File: config.mk
export PLATFORM = sky130hd
export DESIGN_NAME = ebp_top
export DESIGN_NICKNAME = d
export VERILOG_FILES = /design/src/rtl/ebp_pkg.sv /design/src/rtl/ebp_top.sv /design/src/rtl/ebp_sync.sv /design/src/rtl/ebp_lanes.sv
export SDC_FILE = /design/constraint.sdc
export NUM_CORES = 1
export LEC_CHECK = 0
export ABC_AREA = 1
export BUFFER_PORTS_ARGS = -buffer_cell sky130_fd_sc_hd__buf_2
export CAP_MARGIN = 25
export CORE_UTILIZATION = 40
export DETAILED_ROUTE_END_ITERATION = 6
export HOLD_SLACK_MARGIN = 0.15
export SLEW_MARGIN = 10
export SYNTH_ARGS = -nofsm -noshare
export SYNTH_HDL_FRONTEND = slang
export SYNTH_SLANG_ARGS = --single-unit
File: constraint.sdc
create_clock -name clk_sys_i -period 3.8 [get_ports clk_sys_i]
set_clock_uncertainty 0.1 [all_clocks]
set_input_delay 0.19 -clock clk_sys_i [delete_from_list [all_inputs] [get_ports clk_sys_i]]
set_output_delay 0.19 -clock clk_sys_i [all_outputs]
set_load 0.05 [all_outputs]
File: src/rtl/ebp_pkg.sv
// package of constants for the external bus port
// Functional notes
// - as master, drive the access address on the 32-bit address outputs
// - a foreign master drives the address; the port takes it as input
// - 32-bit float and fixed words use data lanes 47..16
// - 40-bit extended float words use data lanes 47..8
// - 16-bit short words use data lanes 31..16
// - byte-wide prom boot takes each byte from lanes 23..16
// - one of four active-low bank selects marks the addressed bank
// - bank selects are decoded from the address and change with it
// - selects idle without access, but assert for false conditional accesses
// - read strobe low while mastering a read; outside reader drives it itself
// - store strobe low while mastering a write; outside writer drives it itself
// - page output asserts on a dram page crossing, bank 0 only
// - only the current master drives selects, page and reference clock; the reference clock has no enable and is driven low when not master
// - early store select warns of a write; abandoned if no store strobe
// - early store select asserts in the cycle the address first appears
// - as slave, sample early store select to tell read from write
// - acknowledge low inserts wait states; access cannot end meanwhile
// - as slave, drive acknowledge low to stretch the master's access
// - master keeps its acknowledge input at the last driven level
// - asynchronous inputs are synchronised before use; only the grant passes ebp_sync, suspend, strobes and ack are used directly
// - when the bus is granted away, address, data, selects, strobes float
// - suspend-tristate low floats address, data, selects, strobes next cycle
package ebp_pkg;
  localparam int ADDR_W = 32;
  localparam int DATA_W = 48;
  localparam int NBANK  = 4;
  localparam int BSEL_W = 5;   // bank size field: log2 of bank size in words
  localparam int PSEL_W = 5;   // page size field: log2 of page size in words
  localparam logic [NBANK-1:0] BANK_IDLE = 4'h0_00F;
  localparam logic [1:0]       BANK_CNT_MAX = 2'h3;
  localparam logic [BSEL_W-1:0] BANK_SIZE_RST = 5'h0_10;
  localparam logic [PSEL_W-1:0] PAGE_SIZE_RST = 5'h0_08;
  // data formats
  typedef enum logic [1:0] {
    EBP_FMT_W32 = 2'h0,
    EBP_FMT_W40 = 2'h1,
    EBP_FMT_W16 = 2'h2,
    EBP_FMT_B8  = 2'h3
  } ebp_fmt_t;
  localparam int LANE32_LO = 16;
  localparam int LANE40_LO = 8;
  localparam int LANE16_LO = 16;
  localparam int LANE16_HI = 31;
  localparam int LANE8_LO  = 16;
  localparam int LANE8_HI  = 23;
  // master sequencer, gray coded along idle-addr-wait-done
  typedef enum logic [1:0] {
    EBP_ST_IDLE = 2'b00,
    EBP_ST_ADDR = 2'b01,
    EBP_ST_WAIT = 2'b11,
    EBP_ST_DONE = 2'b10
  } ebp_state_t;
  localparam logic [3:0] SLV_WAIT_RST = 4'h0_2;
endpackage

File: src/rtl/ebp_top.sv
// external bus port: master sequencer, slave response and pin drive
`timescale 1ns/1ps
module ebp_top
  import ebp_pkg::*;
(
  // clock and reset
  input  wire logic              clk_sys_i,
  input  wire logic              resetn_i,
  // configuration
  input  wire logic [BSEL_W-1:0] bank_size_i,
  input  wire logic [PSEL_W-1:0] page_size_i,
  input  wire logic              bus_master_i,
  input  wire logic              bus_granted_away_i,
  input  wire logic              suspend_tristate_n_i,
  // core request
  input  wire logic              req_i,
  input  wire logic              req_write_i,
  input  wire logic              req_cond_i,
  input  wire ebp_fmt_t          req_fmt_i,
  input  wire logic [ADDR_W-1:0] req_addr_i,
  input  wire logic [39:0]       req_wdata_i,
  output logic                   req_busy_o,
  output logic                   done_o,
  output logic [39:0]            rdata_o,
  // slave side toward internal memory
  output logic                   slv_req_o,
  output logic                   slv_write_o,
  output logic [ADDR_W-1:0]      slv_addr_o,
  output logic [39:0]            slv_wdata_o,
  input  wire logic [3:0]        slv_wait_i,
  // address pins
  input  wire logic [ADDR_W-1:0] addr_i,
  output logic [ADDR_W-1:0]      addr_o,
  output logic                   addr_oe_o,
  // data pins
  input  wire logic [DATA_W-1:0] data_i,
  output logic [DATA_W-1:0]      data_o,
  output logic                   data_oe_o,
  // selects and strobes
  output logic [NBANK-1:0]       bank_select_n_o,
  output logic                   ctl_oe_o,
  input  wire logic              rd_n_i,
  output logic                   rd_n_o,
  input  wire logic              wr_n_i,
  output logic                   wr_n_o,
  input  wire logic              early_store_select_n_i,
  output logic                   early_store_select_n_o,
  output logic                   page_o,
  output logic                   bus_reference_clock_o,
  // acknowledge
  input  wire logic              ack_i,
  output logic                   ack_o,
  output logic                   ack_oe_o
);
  ebp_state_t state_r;
  logic [ADDR_W-1:0] last_page_r;
  logic       page_valid_r;
  logic       ack_eff;
  logic       float_now;
  logic       susp_r;
  logic       wr_cur_r;
  logic       cond_cur_r;
  ebp_fmt_t   fmt_cur_r;
  logic [39:0] wdata_cur_r;
  logic [DATA_W-1:0] lane_out;
  logic [39:0] lane_in;
  logic [3:0] slv_cnt_r;
  logic       slv_act_r;
  logic       slv_wr_r;
  logic       grant_s;
  logic [NBANK-1:0] bank_dec;
  logic [ADDR_W-1:0] bank_idx;
  logic [ADDR_W-1:0] pg_mask;

  // grant from arbitration arrives asynchronously
  ebp_sync #(.W(1), .INIT(1'b0)) u_grant_sync (
    .clk_sys_i (clk_sys_i),
    .resetn_i  (resetn_i),
    .d_i       (bus_granted_away_i),
    .q_o       (grant_s)
  );

  ebp_lanes u_lanes (
    .fmt_i   (fmt_cur_r),
    .wdata_i (wdata_cur_r),
    .rdata_o (lane_in),
    .bus_i   (data_i),
    .bus_o   (lane_out)
  );

  // the pad keeper holds ack at its last driven level, so the core always sees a
  // defined level; it is used in the cycle it is sampled, since a registered copy
  // would end a waited access one cycle early
  assign ack_eff = ack_i;

  always_comb begin
    bank_idx = req_addr_i >> bank_size_i;
    bank_dec = BANK_IDLE;
    if (bank_idx < NBANK) bank_dec[bank_idx[1:0]] = 1'b0;
    pg_mask = {ADDR_W{1'b1}} << page_size_i;
  end

  assign float_now = grant_s || !susp_r || !bus_master_i;

  always_ff @(posedge clk_sys_i) begin
    if (!resetn_i) susp_r <= 1'b1;
    else susp_r <= suspend_tristate_n_i;
  end

  // master sequencer
  always_ff @(posedge clk_sys_i) begin
    if (!resetn_i) begin
      state_r <= EBP_ST_IDLE;
      wr_cur_r <= 1'b0;
      cond_cur_r <= 1'b0;
      fmt_cur_r <= EBP_FMT_W32;
      wdata_cur_r <= '0;
      addr_o <= '0;
      bank_select_n_o <= BANK_IDLE;
      rd_n_o <= 1'b1;
      wr_n_o <= 1'b1;
      early_store_select_n_o <= 1'b1;
      page_o <= 1'b0;
      done_o <= 1'b0;
      rdata_o <= '0;
      req_busy_o <= 1'b0;
    end else begin
      done_o <= 1'b0;
      unique case (state_r)
        EBP_ST_IDLE: begin
          page_o <= 1'b0;
          if (req_i && !float_now) begin
            state_r <= EBP_ST_ADDR;
            req_busy_o <= 1'b1;
            wr_cur_r <= req_write_i;
            cond_cur_r <= req_cond_i;
            fmt_cur_r <= req_fmt_i;
            wdata_cur_r <= req_wdata_i;
            addr_o <= req_addr_i;
            bank_select_n_o <= bank_dec;
            early_store_select_n_o <= !req_write_i;
            page_o <= !bank_dec[0] && (!page_valid_r ||
                      ((req_addr_i & pg_mask) != last_page_r));
          end
        end
        EBP_ST_ADDR: begin
          state_r <= EBP_ST_WAIT;
          page_o <= 1'b0;
          // false conditional keeps selects but never strobes
          rd_n_o <= !(!wr_cur_r && cond_cur_r);
          wr_n_o <= !(wr_cur_r && cond_cur_r);
        end
        EBP_ST_WAIT: begin
          if (ack_eff && susp_r) begin
            state_r <= EBP_ST_DONE;
            rd_n_o <= 1'b1;
            wr_n_o <= 1'b1;
            rdata_o <= lane_in;
          end
        end
        EBP_ST_DONE: begin
          state_r <= EBP_ST_IDLE;
          bank_select_n_o <= BANK_IDLE;
          early_store_select_n_o <= 1'b1;
          done_o <= 1'b1;
          req_busy_o <= 1'b0;
        end
      endcase
    end
  end

  always_ff @(posedge clk_sys_i) begin
    if (!resetn_i) begin
      last_page_r <= '0;
      page_valid_r <= 1'b0;
    end else if (state_r == EBP_ST_IDLE && req_i && !float_now && !bank_dec[0]) begin
      last_page_r <= req_addr_i & pg_mask;
      page_valid_r <= 1'b1;
    end
  end

  // pin enables
  always_ff @(posedge clk_sys_i) begin
    if (!resetn_i) begin
      addr_oe_o <= 1'b0;
      ctl_oe_o  <= 1'b0;
      data_oe_o <= 1'b0;
      data_o    <= '0;
    end else begin
      // suspend is taken straight from the pin so every enable drops in the next cycle
      addr_oe_o <= !float_now && suspend_tristate_n_i;
      ctl_oe_o  <= bus_master_i && !grant_s && suspend_tristate_n_i;
      data_oe_o <= !float_now && suspend_tristate_n_i && wr_cur_r && state_r != EBP_ST_IDLE;
      data_o    <= lane_out;
    end
  end

  // bus reference clock: halved core clock, master only
  always_ff @(posedge clk_sys_i) begin
    if (!resetn_i) bus_reference_clock_o <= 1'b0;
    else if (bus_master_i) bus_reference_clock_o <= !bus_reference_clock_o;
    else bus_reference_clock_o <= 1'b0;
  end

  // slave response to a foreign master
  always_ff @(posedge clk_sys_i) begin
    if (!resetn_i) begin
      slv_act_r <= 1'b0;
      slv_wr_r <= 1'b0;
      slv_cnt_r <= '0;
      slv_req_o <= 1'b0;
      slv_write_o <= 1'b0;
      slv_addr_o <= '0;
      slv_wdata_o <= '0;
      ack_o <= 1'b1;
      ack_oe_o <= 1'b0;
    end else begin
      slv_req_o <= 1'b0;
      if (!bus_master_i && !slv_act_r && (!rd_n_i || !wr_n_i)) begin
        slv_act_r <= 1'b1;
        slv_wr_r <= !early_store_select_n_i;
        slv_addr_o <= addr_i;
        slv_cnt_r <= slv_wait_i;
        ack_o <= (slv_wait_i == '0);
        ack_oe_o <= 1'b1;
      end else if (slv_act_r) begin
        if (slv_cnt_r != '0) begin
          slv_cnt_r <= slv_cnt_r - 4'h0_1;
          ack_o <= (slv_cnt_r == 4'h0_1);
        end else begin
          slv_act_r <= 1'b0;
          slv_req_o <= 1'b1;
          slv_write_o <= slv_wr_r;
          slv_wdata_o <= data_i[DATA_W-1:LANE40_LO];
          ack_o <= 1'b1;
          ack_oe_o <= 1'b0;
        end
      end
    end
  end

  property p_strobe_needs_ack;
    @(posedge clk_sys_i) disable iff (!resetn_i)
      (state_r == EBP_ST_WAIT && !ack_eff) |=> (state_r == EBP_ST_WAIT);
  endproperty
  a_strobe_needs_ack: assert property (p_strobe_needs_ack)
    else $error("access ended while ack low");

  property p_sel_idle;
    @(posedge clk_sys_i) disable iff (!resetn_i)
      (state_r == EBP_ST_IDLE && !done_o) |-> bank_select_n_o == BANK_IDLE;
  endproperty
  a_sel_idle: assert property (p_sel_idle)
    else $error("bank select active while idle");

  property p_early_with_addr;
    @(posedge clk_sys_i) disable iff (!resetn_i)
      (state_r == EBP_ST_ADDR) |-> (early_store_select_n_o == !wr_cur_r);
  endproperty
  a_early_with_addr: assert property (p_early_with_addr)
    else $error("early store select not with address");

  property p_page_bank0;
    @(posedge clk_sys_i) disable iff (!resetn_i)
      page_o |-> !bank_select_n_o[0];
  endproperty
  a_page_bank0: assert property (p_page_bank0)
    else $error("page outside bank 0");

  property p_hold_addr;
    @(posedge clk_sys_i) disable iff (!resetn_i)
      (state_r == EBP_ST_WAIT) |-> $stable(addr_o) && $stable(bank_select_n_o);
  endproperty
  a_hold_addr: assert property (p_hold_addr)
    else $error("address moved during access");

  property p_susp_float;
    @(posedge clk_sys_i) disable iff (!resetn_i)
      !suspend_tristate_n_i |=> !ctl_oe_o && !addr_oe_o && !data_oe_o;
  endproperty
  a_susp_float: assert property (p_susp_float)
    else $error("outputs driven under suspend");

  property p_cond_false_no_strobe;
    @(posedge clk_sys_i) disable iff (!resetn_i)
      (state_r == EBP_ST_ADDR && !cond_cur_r) |=> rd_n_o && wr_n_o;
  endproperty
  a_cond_false_no_strobe: assert property (p_cond_false_no_strobe)
    else $error("strobe on false conditional");

  property p_strobe_kind;
    @(posedge clk_sys_i) disable iff (!resetn_i)
      (state_r == EBP_ST_ADDR && cond_cur_r) |=> (wr_cur_r ? !wr_n_o : !rd_n_o);
  endproperty
  a_strobe_kind: assert property (p_strobe_kind)
    else $error("wrong strobe");

  property p_grant_float;
    @(posedge clk_sys_i) disable iff (!resetn_i)
      grant_s |=> !addr_oe_o && !data_oe_o && !ctl_oe_o;
  endproperty
  a_grant_float: assert property (p_grant_float)
    else $error("outputs driven after bus granted away");

  property p_slv_ack_drive;
    @(posedge clk_sys_i) disable iff (!resetn_i)
      (!bus_master_i && !slv_act_r && (!rd_n_i || !wr_n_i)) |=> ack_oe_o;
  endproperty
  a_slv_ack_drive: assert property (p_slv_ack_drive)
    else $error("slave access without ack drive");
endmodule

File: src/rtl/ebp_sync.sv
// two-flop synchroniser for asynchronous inputs
`timescale 1ns/1ps
module ebp_sync #(
  parameter int W = 1,
  parameter logic [W-1:0] INIT = '1
) (
  // clock and reset
  input  wire logic         clk_sys_i,
  input  wire logic         resetn_i,
  // data
  input  wire logic [W-1:0] d_i,
  output logic      [W-1:0] q_o
);
  logic [W-1:0] meta_r;
  always_ff @(posedge clk_sys_i) begin
    if (!resetn_i) begin
      meta_r <= INIT;
      q_o    <= INIT;
    end else begin
      meta_r <= d_i;
      q_o    <= meta_r;
    end
  end
endmodule

File: src/rtl/ebp_lanes.sv
// data lane steering for each word format
`timescale 1ns/1ps
module ebp_lanes
  import ebp_pkg::*;
(
  // format
  input  wire ebp_fmt_t            fmt_i,
  // core side word, right aligned
  input  wire logic [39:0]         wdata_i,
  output logic      [39:0]         rdata_o,
  // bus side lanes
  input  wire logic [DATA_W-1:0]   bus_i,
  output logic      [DATA_W-1:0]   bus_o
);
  always_comb begin
    bus_o   = '0;
    rdata_o = '0;
    unique case (fmt_i)
      EBP_FMT_W32: begin
        bus_o[DATA_W-1:LANE32_LO] = wdata_i[31:0];
        rdata_o[31:0] = bus_i[DATA_W-1:LANE32_LO];
      end
      EBP_FMT_W40: begin
        bus_o[DATA_W-1:LANE40_LO] = wdata_i;
        rdata_o = bus_i[DATA_W-1:LANE40_LO];
      end
      EBP_FMT_W16: begin
        bus_o[LANE16_HI:LANE16_LO] = wdata_i[15:0];
        rdata_o[15:0] = bus_i[LANE16_HI:LANE16_LO];
      end
      EBP_FMT_B8: begin
        bus_o[LANE8_HI:LANE8_LO] = wdata_i[7:0];
        rdata_o[7:0] = bus_i[LANE8_HI:LANE8_LO];
      end
    endcase
  end
endmodule

* Word-level counts from Yosys, hierarchy flattened
Cells that the tools add are included.
** Storage, ports and cells
- Bits in registers :: 298
- Input bits :: 180
- Word-level logic and storage cells :: 154
- Output and inout bits :: 210
** Cells by class
- Bitwise operators :: 6
- Eq/ne operators :: 11
- Reduce and logical (&&, ||, !) cells :: 58
- Order comparisons :: 3
- Muxes and demuxes :: 38
- Shift-type cells :: 2
- Add/sub/neg operators :: 1
** Operator list (count)
- case mux 16 bit (2 select lines) :: 2
- case mux 8 bit (2 select lines) :: 4
- bitwise AND 32 bit :: 1
- < comparator 32 x 3 -> 1 bit (second input constant) :: 1
- inequality test 32 bit :: 1
- << shifter 32 x 5 -> 32 bit (first input constant) :: 1
- >> shifter 32 x 5 -> 32 bit :: 1
- 2-to-1 mux 4 bit :: 5
- AND reduction 2 bit :: 9
- logical AND 1 bit :: 16
- 2-to-1 mux 1 bit :: 16
- zero test 1 bit :: 15
- nonzero test 2 bit :: 6
- case mux 1 bit (2 select lines) :: 5
- == test 2 bit (second input constant) :: 4
- 2-to-1 mux 8 bit :: 1
- case mux 2 bit (4 select lines) :: 1
- case mux 4 bit (2 select lines) :: 1
- inequality test 2 bit (second input constant) :: 3
- OR reduction 3 bit :: 2
- == test 2 x 1 -> 1 bit (second input constant) :: 2
- == test 4 x 1 -> 1 bit (second input constant) :: 1
- zero test 2 bit :: 2
- zero test 4 bit :: 1
- other kinds (11) :: 18

* Longest topological paths before layout
Gate-level depths: netlist of the first run.
- Depth in word-level cells :: 11
- Mapped depth :: 19
- Mapped depth without buffers :: 16

* By module
Synthesis of the first run repeated with hierarchy kept, for this count alone.
** Unflattened totals
- Cell total of the unflattened synthesis :: 2053
- Area, all modules :: 13440.4 µm²
** Modules (own cells, without submodules)
- ebp_top :: instances 1, seq. area each 5925.7 µm², area each 12260.5 µm², cells an instance 1789
- ebp_lanes :: instances 1, seq. area each 0.0 µm², area each 1124.8 µm², cells an instance 258
- ebp_sync :: instances 1, seq. area each 40.0 µm², area each 55.1 µm², cells an instance 6

* Worst setup path before layout of the first run
Ideal clock, no wire load.
- Path kind :: input -> register
- From :: input bank_size_i[0]
- To :: register bank_select_n_o[0]
- Data required time :: 3.581 ns
- Buffers on the path :: 3
- Library setup time :: 0.119 ns
- Path slack :: 1.800 ns
- Arrival time :: 1.781 ns
- Cell stages on the path :: 17
- Path through :: buf_6 -> buf_2 -> nand2_1 -> nand3_1 -> nand2_1 -> nand2_1 -> nand2_1 -> nand2_1 -> a21oi_2 -> nand3_1 -> nor2_1 -> nand2_1 -> nand2_2 -> nand3_4 -> buf_2 -> o21ai_0 -> nand2_1
** On the way
- Longest elaborated chain between the ends :: 9
- Elaborated cells on any way between the ends :: 11
- Classes of those cells :: 3 x order compare; 1 x shift; 5 x mux; 1 x bitwise; 1 x reduce/logical
** RTL lines
- from (decl) :: RTL line ebp_top.sv:10 : input wire logic [BSEL_W-1:0] bank_size_i,
- >> shifter 32 x 5 -> 32 bit * :: RTL line ebp_top.sv:97 : bank_idx = req_addr_i >> bank_size_i;
- parallel branches: the longest is 5 deep, another holds < comparator 32 x 3 -> 1 bit
- 2-to-1 mux 4 bit * :: RTL line ebp_top.sv:99 : if (bank_idx < NBANK) bank_dec[bank_idx[1:0]] = 1'b0;
- 2-to-1 mux 4 bit * :: RTL line ebp_top.sv:132 : if (req_i && !float_now) begin
- case mux 4 bit (2 select lines) * :: RTL line ebp_top.sv:129 : unique case (state_r)
- to (signal assigned) :: RTL line ebp_top.sv:140 : bank_select_n_o <= bank_dec;
- to (decl) :: RTL line ebp_top.sv:40 : output logic [NBANK-1:0] bank_select_n_o,
Mark *: on every way between the ends. The select of a mux whose other input is x is not followed.
A chain may end at the register's enable or synchronous reset.

* Worst setup path after layout of the first run
- From :: register fmt_cur_r[0]
- To :: register rdata_o[38]
** On the way
- Longest elaborated chain between the ends :: 2
** RTL lines
- from (decl) :: RTL line ebp_top.sv:63 : ebp_fmt_t fmt_cur_r;
- from (signal assigned) :: RTL line ebp_top.sv:137 : fmt_cur_r <= req_fmt_i;
- == test 2 x 1 -> 1 bit :: RTL line ebp_lanes.sv:18 : unique case (fmt_i)
- 2-to-1 mux 8 bit :: RTL line ebp_lanes.sv:18
- to (signal assigned) :: RTL line ebp_top.sv:158 : rdata_o <= lane_in;
- to (decl) :: RTL line ebp_top.sv:24 : output logic [39:0] rdata_o,
No other way between the ends.

==> reports/metrics.yaml, run 1 <==
setup_path:
  crit_type: "reg -> reg"
  cpMostUsedCell: "buf_4"
  end_kind: "flip-flop"
  cpPeakStageDelay_ns: 0.56
  slowest_stage: "dfxtp_1"
  path_cells: "inv_1, nor2_2, buf_4, clkinv_1, buf_4, nor2_1, buf_4, nand2_1, a21oi_1, dlygate4sd3_1"
  startpoint_type: "flip-flop"
  worst_ep_required_time_ns: 4.19
  cp_num_buf_inv: 6
  cp.arrival_ns: 3.29
  critPathTopFamily: "buffers and inverters"
  crit_path_max_fanout: 33
drt:
  finalWirelength_mm: 44.39
  drtIter0Drc: 1220
  dr.pass1.iters: 7
  via_per_inst: 5.133
  avgRoutedWirePerCell_microns: 16.35
  ant_nets: 0
  via_count: 13931
  drc: 35
timing:
  fin_ws_ns: 0.9002
  tightest_slew_ns: 0.9143
  tns_ns: 0
  min_period_ns: 2.900
  finalCritPeriodShare_pct: 76.31
  setup_viol: 0
  slew_viol_final: 0
  fmax_mhz: 344.8
  hold_viol: 0
  rsz0062_at_grt: "false"
  worst_slew_margin_rel_pct: 38.98
synthesis:
  synth.most_common_cell: "nand2_1"
  synth_seq_cells: 290
  ys_top_cells_by_area: "dfxtp_1 (46%), nand2_1 (11%), nor2_1 (7.2%)"
  yosysUniqueCellTypes: 37
  yosys-top-cells-count: "nand2_1 (385), dfxtp_1 (290), nor2_1 (244), o21ai_0 (181), inv_1 (171)"
  avgSynthCellArea_sq_um: 7.019
  synth_top_area_cell: "dfxtp_1"
  synth_edf_count: 0
  synthesis.area_sq_um: 12650
  syn_inst: 1802
  yosys_warnings: 0
  synthArstFlopShare_pct: 0
  ys_seq_area_share_pct: 45.90
  synth_top_cell_area_share_pct: 45.90
  synthFlopType: "dfxtp_1"
floorplan:
  design.die.area_sq_um: 32340
  initial_core_util_pct: 41.03
  io_pins: 390
  fp.coreArea_sq_um: 30830
  die_width_microns: 179.8
  fp.dieH_microns: 179.8
  num_rows: 64
global_route:
  antenna_found_initial: 1
  grt_pass1_vias: 13259
  overflow: 0
  grt_pass1_wl_mm: 70.46
  grt_max_degree: 84
  grt_use_total_pct: 26.71
placement:
  dpl.hpwl_mm: 30.24
  io_buffer_count: 373
  gp_congestion: 0.9103
  dp_slack_ns: 0.5705
min_path:
  hp-class: "in -> reg"
clocking:
  cts_root_buf: "clkbuf_16"
  h-tree-depth: 1
  numCtsBuffers: 31
  cts_tree: "built"
  cts.clk_slew.worst_paths_ns: 0.06
  cts_resized: 0
  cts_setup_buffers: 0
  clockBufferDepth: 3
  clk_latency_ns: 0.55
  postCtsHoldBufs: 175
  cts.sinks: 290
status:
  violations: "design-rule violations"
  status: "complete, but fails checks"
finish:
  drive_gt1_share_pct: 19.98
  syn_to_final_growth_pct: 38.39
  nNetsFinal: 2475
pwr:
  p_leak_nw: 8.566
  powerDensity_nw_per_um2: 451.0
  ir_worst_vdd_mv: 0.2927
job:
  drv_cap: 0
-- path summary, 6_finish.rpt --
kind	start	depth (start not counted)	endpoint	slack (ns)
max reg2reg	fmt_cur_r[0]	10	rdata_o[38]	0.90
min reg2reg	u_grant_sync.meta_r	2	u_grant_sync.q_o	0.31
min	rd_n_i	6	slv_addr_o[17]	0.23
max	fmt_cur_r[0]	10	rdata_o[38]	0.90
-- state kept, by name, indices dropped and copies added, names as in the netlist, 2 cells and up --
signal / count
addr_o: 32
bank_select_n_o: 4
data_o: 40
fmt_cur_r: 2
last_page_r: 32
rdata_o: 40
slv_addr_o: 32
slv_cnt_r: 4
slv_wdata_o: 40
state_r: 2
wdata_cur_r: 40
-- stage by stage --
stage	total power [mW]	cells	instance area, sq um	util, %	hold WS (ns)
finish	7.895	2714	17500	56.78	0.2298
CTS	7.947	2713	17500	56.77	0.2060
global placement	4.681	2480	14670	47.57	0.2751
detailed placement	4.701	2481	14690	47.66	0.2775
floorplan	4.291	1809	12670	-	0.1800
global route	8.246	2714	17500	56.78	0.2661
-- cell families after synthesis --
group	count (synthesis)	share of synthesized area, %
buffers and inverters	300	9.625
other	1	0.02965
and+or+nand+nor	843	27.78
xor gates and xnor gates	10	0.6925
adders and majority gates	2	0.1978
AOI/OAI and AO/OA	356	15.78
DFF	290	45.90
-- worst min-delay path, delay by kind of cell --
family	cells	cell delay, ns
and+or+nand+nor	4	0.35
buffers and inverters	2	0.30
-- placed cells by master, fill, tap and decap left out, types with 9 or more instances in the layout --
cell and n:
clkbuf_16 31, xor2_1 9, a32o_1 26, buf_4 18, inv_1 171, dlygate4sd3_1 175, nand3_1 166, buf_2 372
a21oi_1 86, o21ai_1 12, o21ai_0 181, nor2_1 241, dfxtp_1 290, nand2_1 384, inv_2 9, nand4_1 34
o22ai_1 35
-- metal layers --
layer	share of wire (%)	vias up	track usage [%]	routed length (microns)
met5	0	-	0	0
met1	42	6377	33.80	18640
met4	4.5	0	11.93	1996
met3	7.4	120	4.862	3268
met2	46	575	44.26	20490
li1	-	6859	-	-
-- layout make-up --
cell class,count,area [sq um]
clock buffers,45,908.4
well taps,396,495.5
fillers,2931,13330
flip-flops and latches,290,5806
diodes,1,2.502
inverters,184,690.7
clock inverters,12,147.6
multi-input cells,1219,5667
repair buffers,567,3787
-- power by group --
| group | internal [mW] | total, mW | switching [mW] |
|---|---|---|---|
| logic | 0.470 | 1.53 | 1.06 |
| registers | 3.19 | 3.27 | 0.0728 |
| clock network | 1.86 | 3.10 | 1.24 |
No activity file was read; power rests on OpenSTA's default activity.
==> run 2: changes to the inputs <==
Clock period 3.8 ns to 3 ns, I/O delays scaled along.
==> run 2 against run 1 <==
  * The run still ends with design-rule violations left
  * Largest power group unchanged
  * Critical path type is now in -> reg
  * Non-clock buffer count up 30
  * Count of clock-buffer cells in the layout increased by 1
  * Highest routed layer unchanged
  * Hold slack improved by 0.0082 ns
==> reports/metrics.yaml, run 2 (synthesis results as in run 1) <==
status:
  status: "complete, but fails checks"  # unchanged
  violations: "design-rule violations"  # unchanged
setup_path:
  cp.arrival_ns: 3.11  # was 3.29 ns
  slowest_stage: "dlygate4sd3_1"  # was dfxtp_1
  cpPeakStageDelay_ns: 0.59  # was 0.56 ns
  startpoint_type: "input port"  # was flip-flop
  path_cells: "dlygate4sd3_1, buf_2, nand2_1, dlygate4sd3_1, nor2_1, dlygate4sd3_1, nor2_1, nand2_1, o21ai_0, a21oi_2, nand3_1, nor2_1, nand4_1, nand4_1, a21oi_1"  # was inv_1, nor2_2, buf_4, clkinv_1, buf_4, nor2_1, buf_4, nand2_1, a21oi_1, dlygate4sd3_1
  crit_path_max_fanout: 6  # was 33
  crit_type: "in -> reg"  # was reg -> reg
  end_kind: "flip-flop"  # unchanged
  worst_ep_required_time_ns: 3.32  # was 4.19 ns
clocking:
  cts_setup_buffers: 0  # unchanged
  cts.clk_slew.worst_paths_ns: 0.06  # about the same
  h-tree-depth: 1  # unchanged
  clockBufferDepth: 3  # unchanged
  cts_root_buf: "clkbuf_16"  # unchanged
  cts_tree: "built"  # unchanged
  clk_latency_ns: 0.55  # about the same
  numCtsBuffers: 31  # unchanged
  cts.sinks: 290  # unchanged
timing:
  worst_slew_margin_rel_pct: 39.84  # was 38.98%
  setup_viol: 0  # unchanged
  fmax_mhz: 358.7
  tns_ns: 0  # unchanged
  min_period_ns: 2.788
  hold_viol: 0  # unchanged
  finalCritPeriodShare_pct: 92.94
  rsz0062_at_grt: "false"  # unchanged
  slew_viol_final: 0  # unchanged
  tightest_slew_ns: 0.9024  # was 0.9143 ns
drt:
  dr_wl_met2_mm: 21.26  # was 20.49 mm
  avgRoutedWirePerCell_microns: 16.49  # was 16.35 microns
  met3_length_mm: 3.028  # was 3.268 mm
  via_count: 14053  # was 13931
  dr.pass1.iters: 7  # unchanged
  ant_nets: 0  # unchanged
  drc: 29  # was 35
  top_layer: "met4"  # unchanged
  drt-met1-wl_mm: 19.02  # was 18.64 mm
  finalWirelength_mm: 45.18  # was 44.39 mm
  via_per_inst: 5.131  # was 5.133
  drtIter0Drc: 1041  # was 1220
floorplan:
  design.die.area_sq_um: 32340  # unchanged
  die_width_microns: 179.8  # unchanged
  io_pins: 390  # unchanged
  fp.dieH_microns: 179.8  # unchanged
  initial_core_util_pct: 41.03  # unchanged
  num_rows: 64  # unchanged
  fp.coreArea_sq_um: 30830  # unchanged
global_route:
  overflow: 0  # unchanged
  grt_pass1_vias: 13259  # unchanged
  antenna_found_initial: 1  # unchanged
  grt_max_degree: 89  # was 84
  grt_use_total_pct: 27.01  # was 26.71%
  grt_pass1_wl_mm: 70.88  # was 70.46 mm
pwr:
  p_int_mw: 6.929  # was 5.520 mW
  p_clk_share_pct: 38.3  # was 39.3%
  p_switching_mw: 2.963  # was 2.375 mW
  swShare_pct: 29.95  # was 30.08%
  ir_worst_vdd_mv: 0.3765  # was 0.2927 mV
  comb_power_share_pct: 19.9  # was 19.4%
  p_total_mw: 9.892  # was 7.895 mW
  powerDensity_nw_per_um2: 557.7  # was 451.0 nW/um^2
  p_leak_nw: 8.683  # was 8.566 nW
  seqPwrFrac_pct: 41.8  # was 41.4%
finish:
  final_common_cell: "nand2_1"  # unchanged
  nNetsFinal: 2505  # was 2475
  most-common-layout-cells: "nand2_1 (384), buf_2 (372), dfxtp_1 (290)"  # unchanged
  syn_to_final_growth_pct: 40.23  # was 38.39%
  drive_gt1_share_pct: 20.07  # was 19.98%
  fillCellCount: 2943  # was 2931
placement:
  gp_congestion: 0.9160  # was 0.9103
  io_buffer_count: 373  # unchanged
  dpl.hpwl_mm: 30.80  # was 30.24 mm
min_path:
  hp-class: "in -> reg"  # unchanged
job:
  drv_cap: 0  # unchanged
==> run 2: power by group through the flow <==
stage	clock (mW)	combinational, mW	sequential, mW
after floorplan	0	0.744	4.69
after global placement	0	1.73	4.21
after detailed placement	0	1.75	4.22
after CTS	3.86	1.95	4.14
after global routing	4.03	2.12	4.16
final	3.79	1.97	4.14
==> run 2: metrics by stage <==
step	instances	setup slack [ns]	hold slack, ns	util [%]	area, sq um
after CTS	2738	0.1509	0.2220	57.50	17730
after global routing	2739	0.03270	0.2421	57.53	17740
after detailed placement	2490	0.2187	0.2355	47.88	14760
final	2739	0.2119	0.2381	57.53	17740
after floorplan	1809	1.040	0.1400	-	12670
after global placement	2489	0.2603	0.2362	47.79	14730
==> run 2: path summary, 6_finish.rpt <==
path                     startpoint                to  slack, ns  depth (start not counted)
max                  page_size_i[0]            page_o       0.21                         15
min          early_store_select_n_i          slv_wr_r       0.24                          3
max reg2reg            slv_cnt_r[0]    slv_wdata_o[6]       0.23                         10
min reg2reg     u_grant_sync.meta_r  u_grant_sync.q_o       0.31                          2
==> run 2: metal layers <==
| metal | track usage, % | vias up |
|---|---|---|
| met5 | 0 | - |
| met2 | 46.04 | 565 |
| met4 | 12.07 | 0 |
| met1 | 33.71 | 6465 |
| li1 | - | 6911 |
| met3 | 4.011 | 112 |
==> run 2: critical path: cells and delay by family <==
family | cells | cell delay [ns]
buf+inv | 4 | 1.85
compound gates | 3 | 0.31
simple gates | 8 | 0.80
==> run 2: final cells by class <==
class / instances / area [sq um] / share of cell area (%)
Inverter: 184 / 690.7 / 3.894
Sequential cell: 290 / 5806 / 32.73
Multi-Input combinational cell: 1219 / 5673 / 31.98
Tap cell: 396 / 495.5 / 2.793
Timing Repair Buffer: 597 / 4065 / 22.92
Antenna cell: 1 / 2.502 / 0.01411
Clock buffer: 46 / 922.1 / 5.199
Clock inverter: 6 / 82.58 / 0.4656
==> run 2: repair_timing <==
item	4_1_cts	5_1_grt
resized for setup	0	3
hold buffers	196	0
setup endpoints to repair	0	4
hold endpoints to repair	241	0
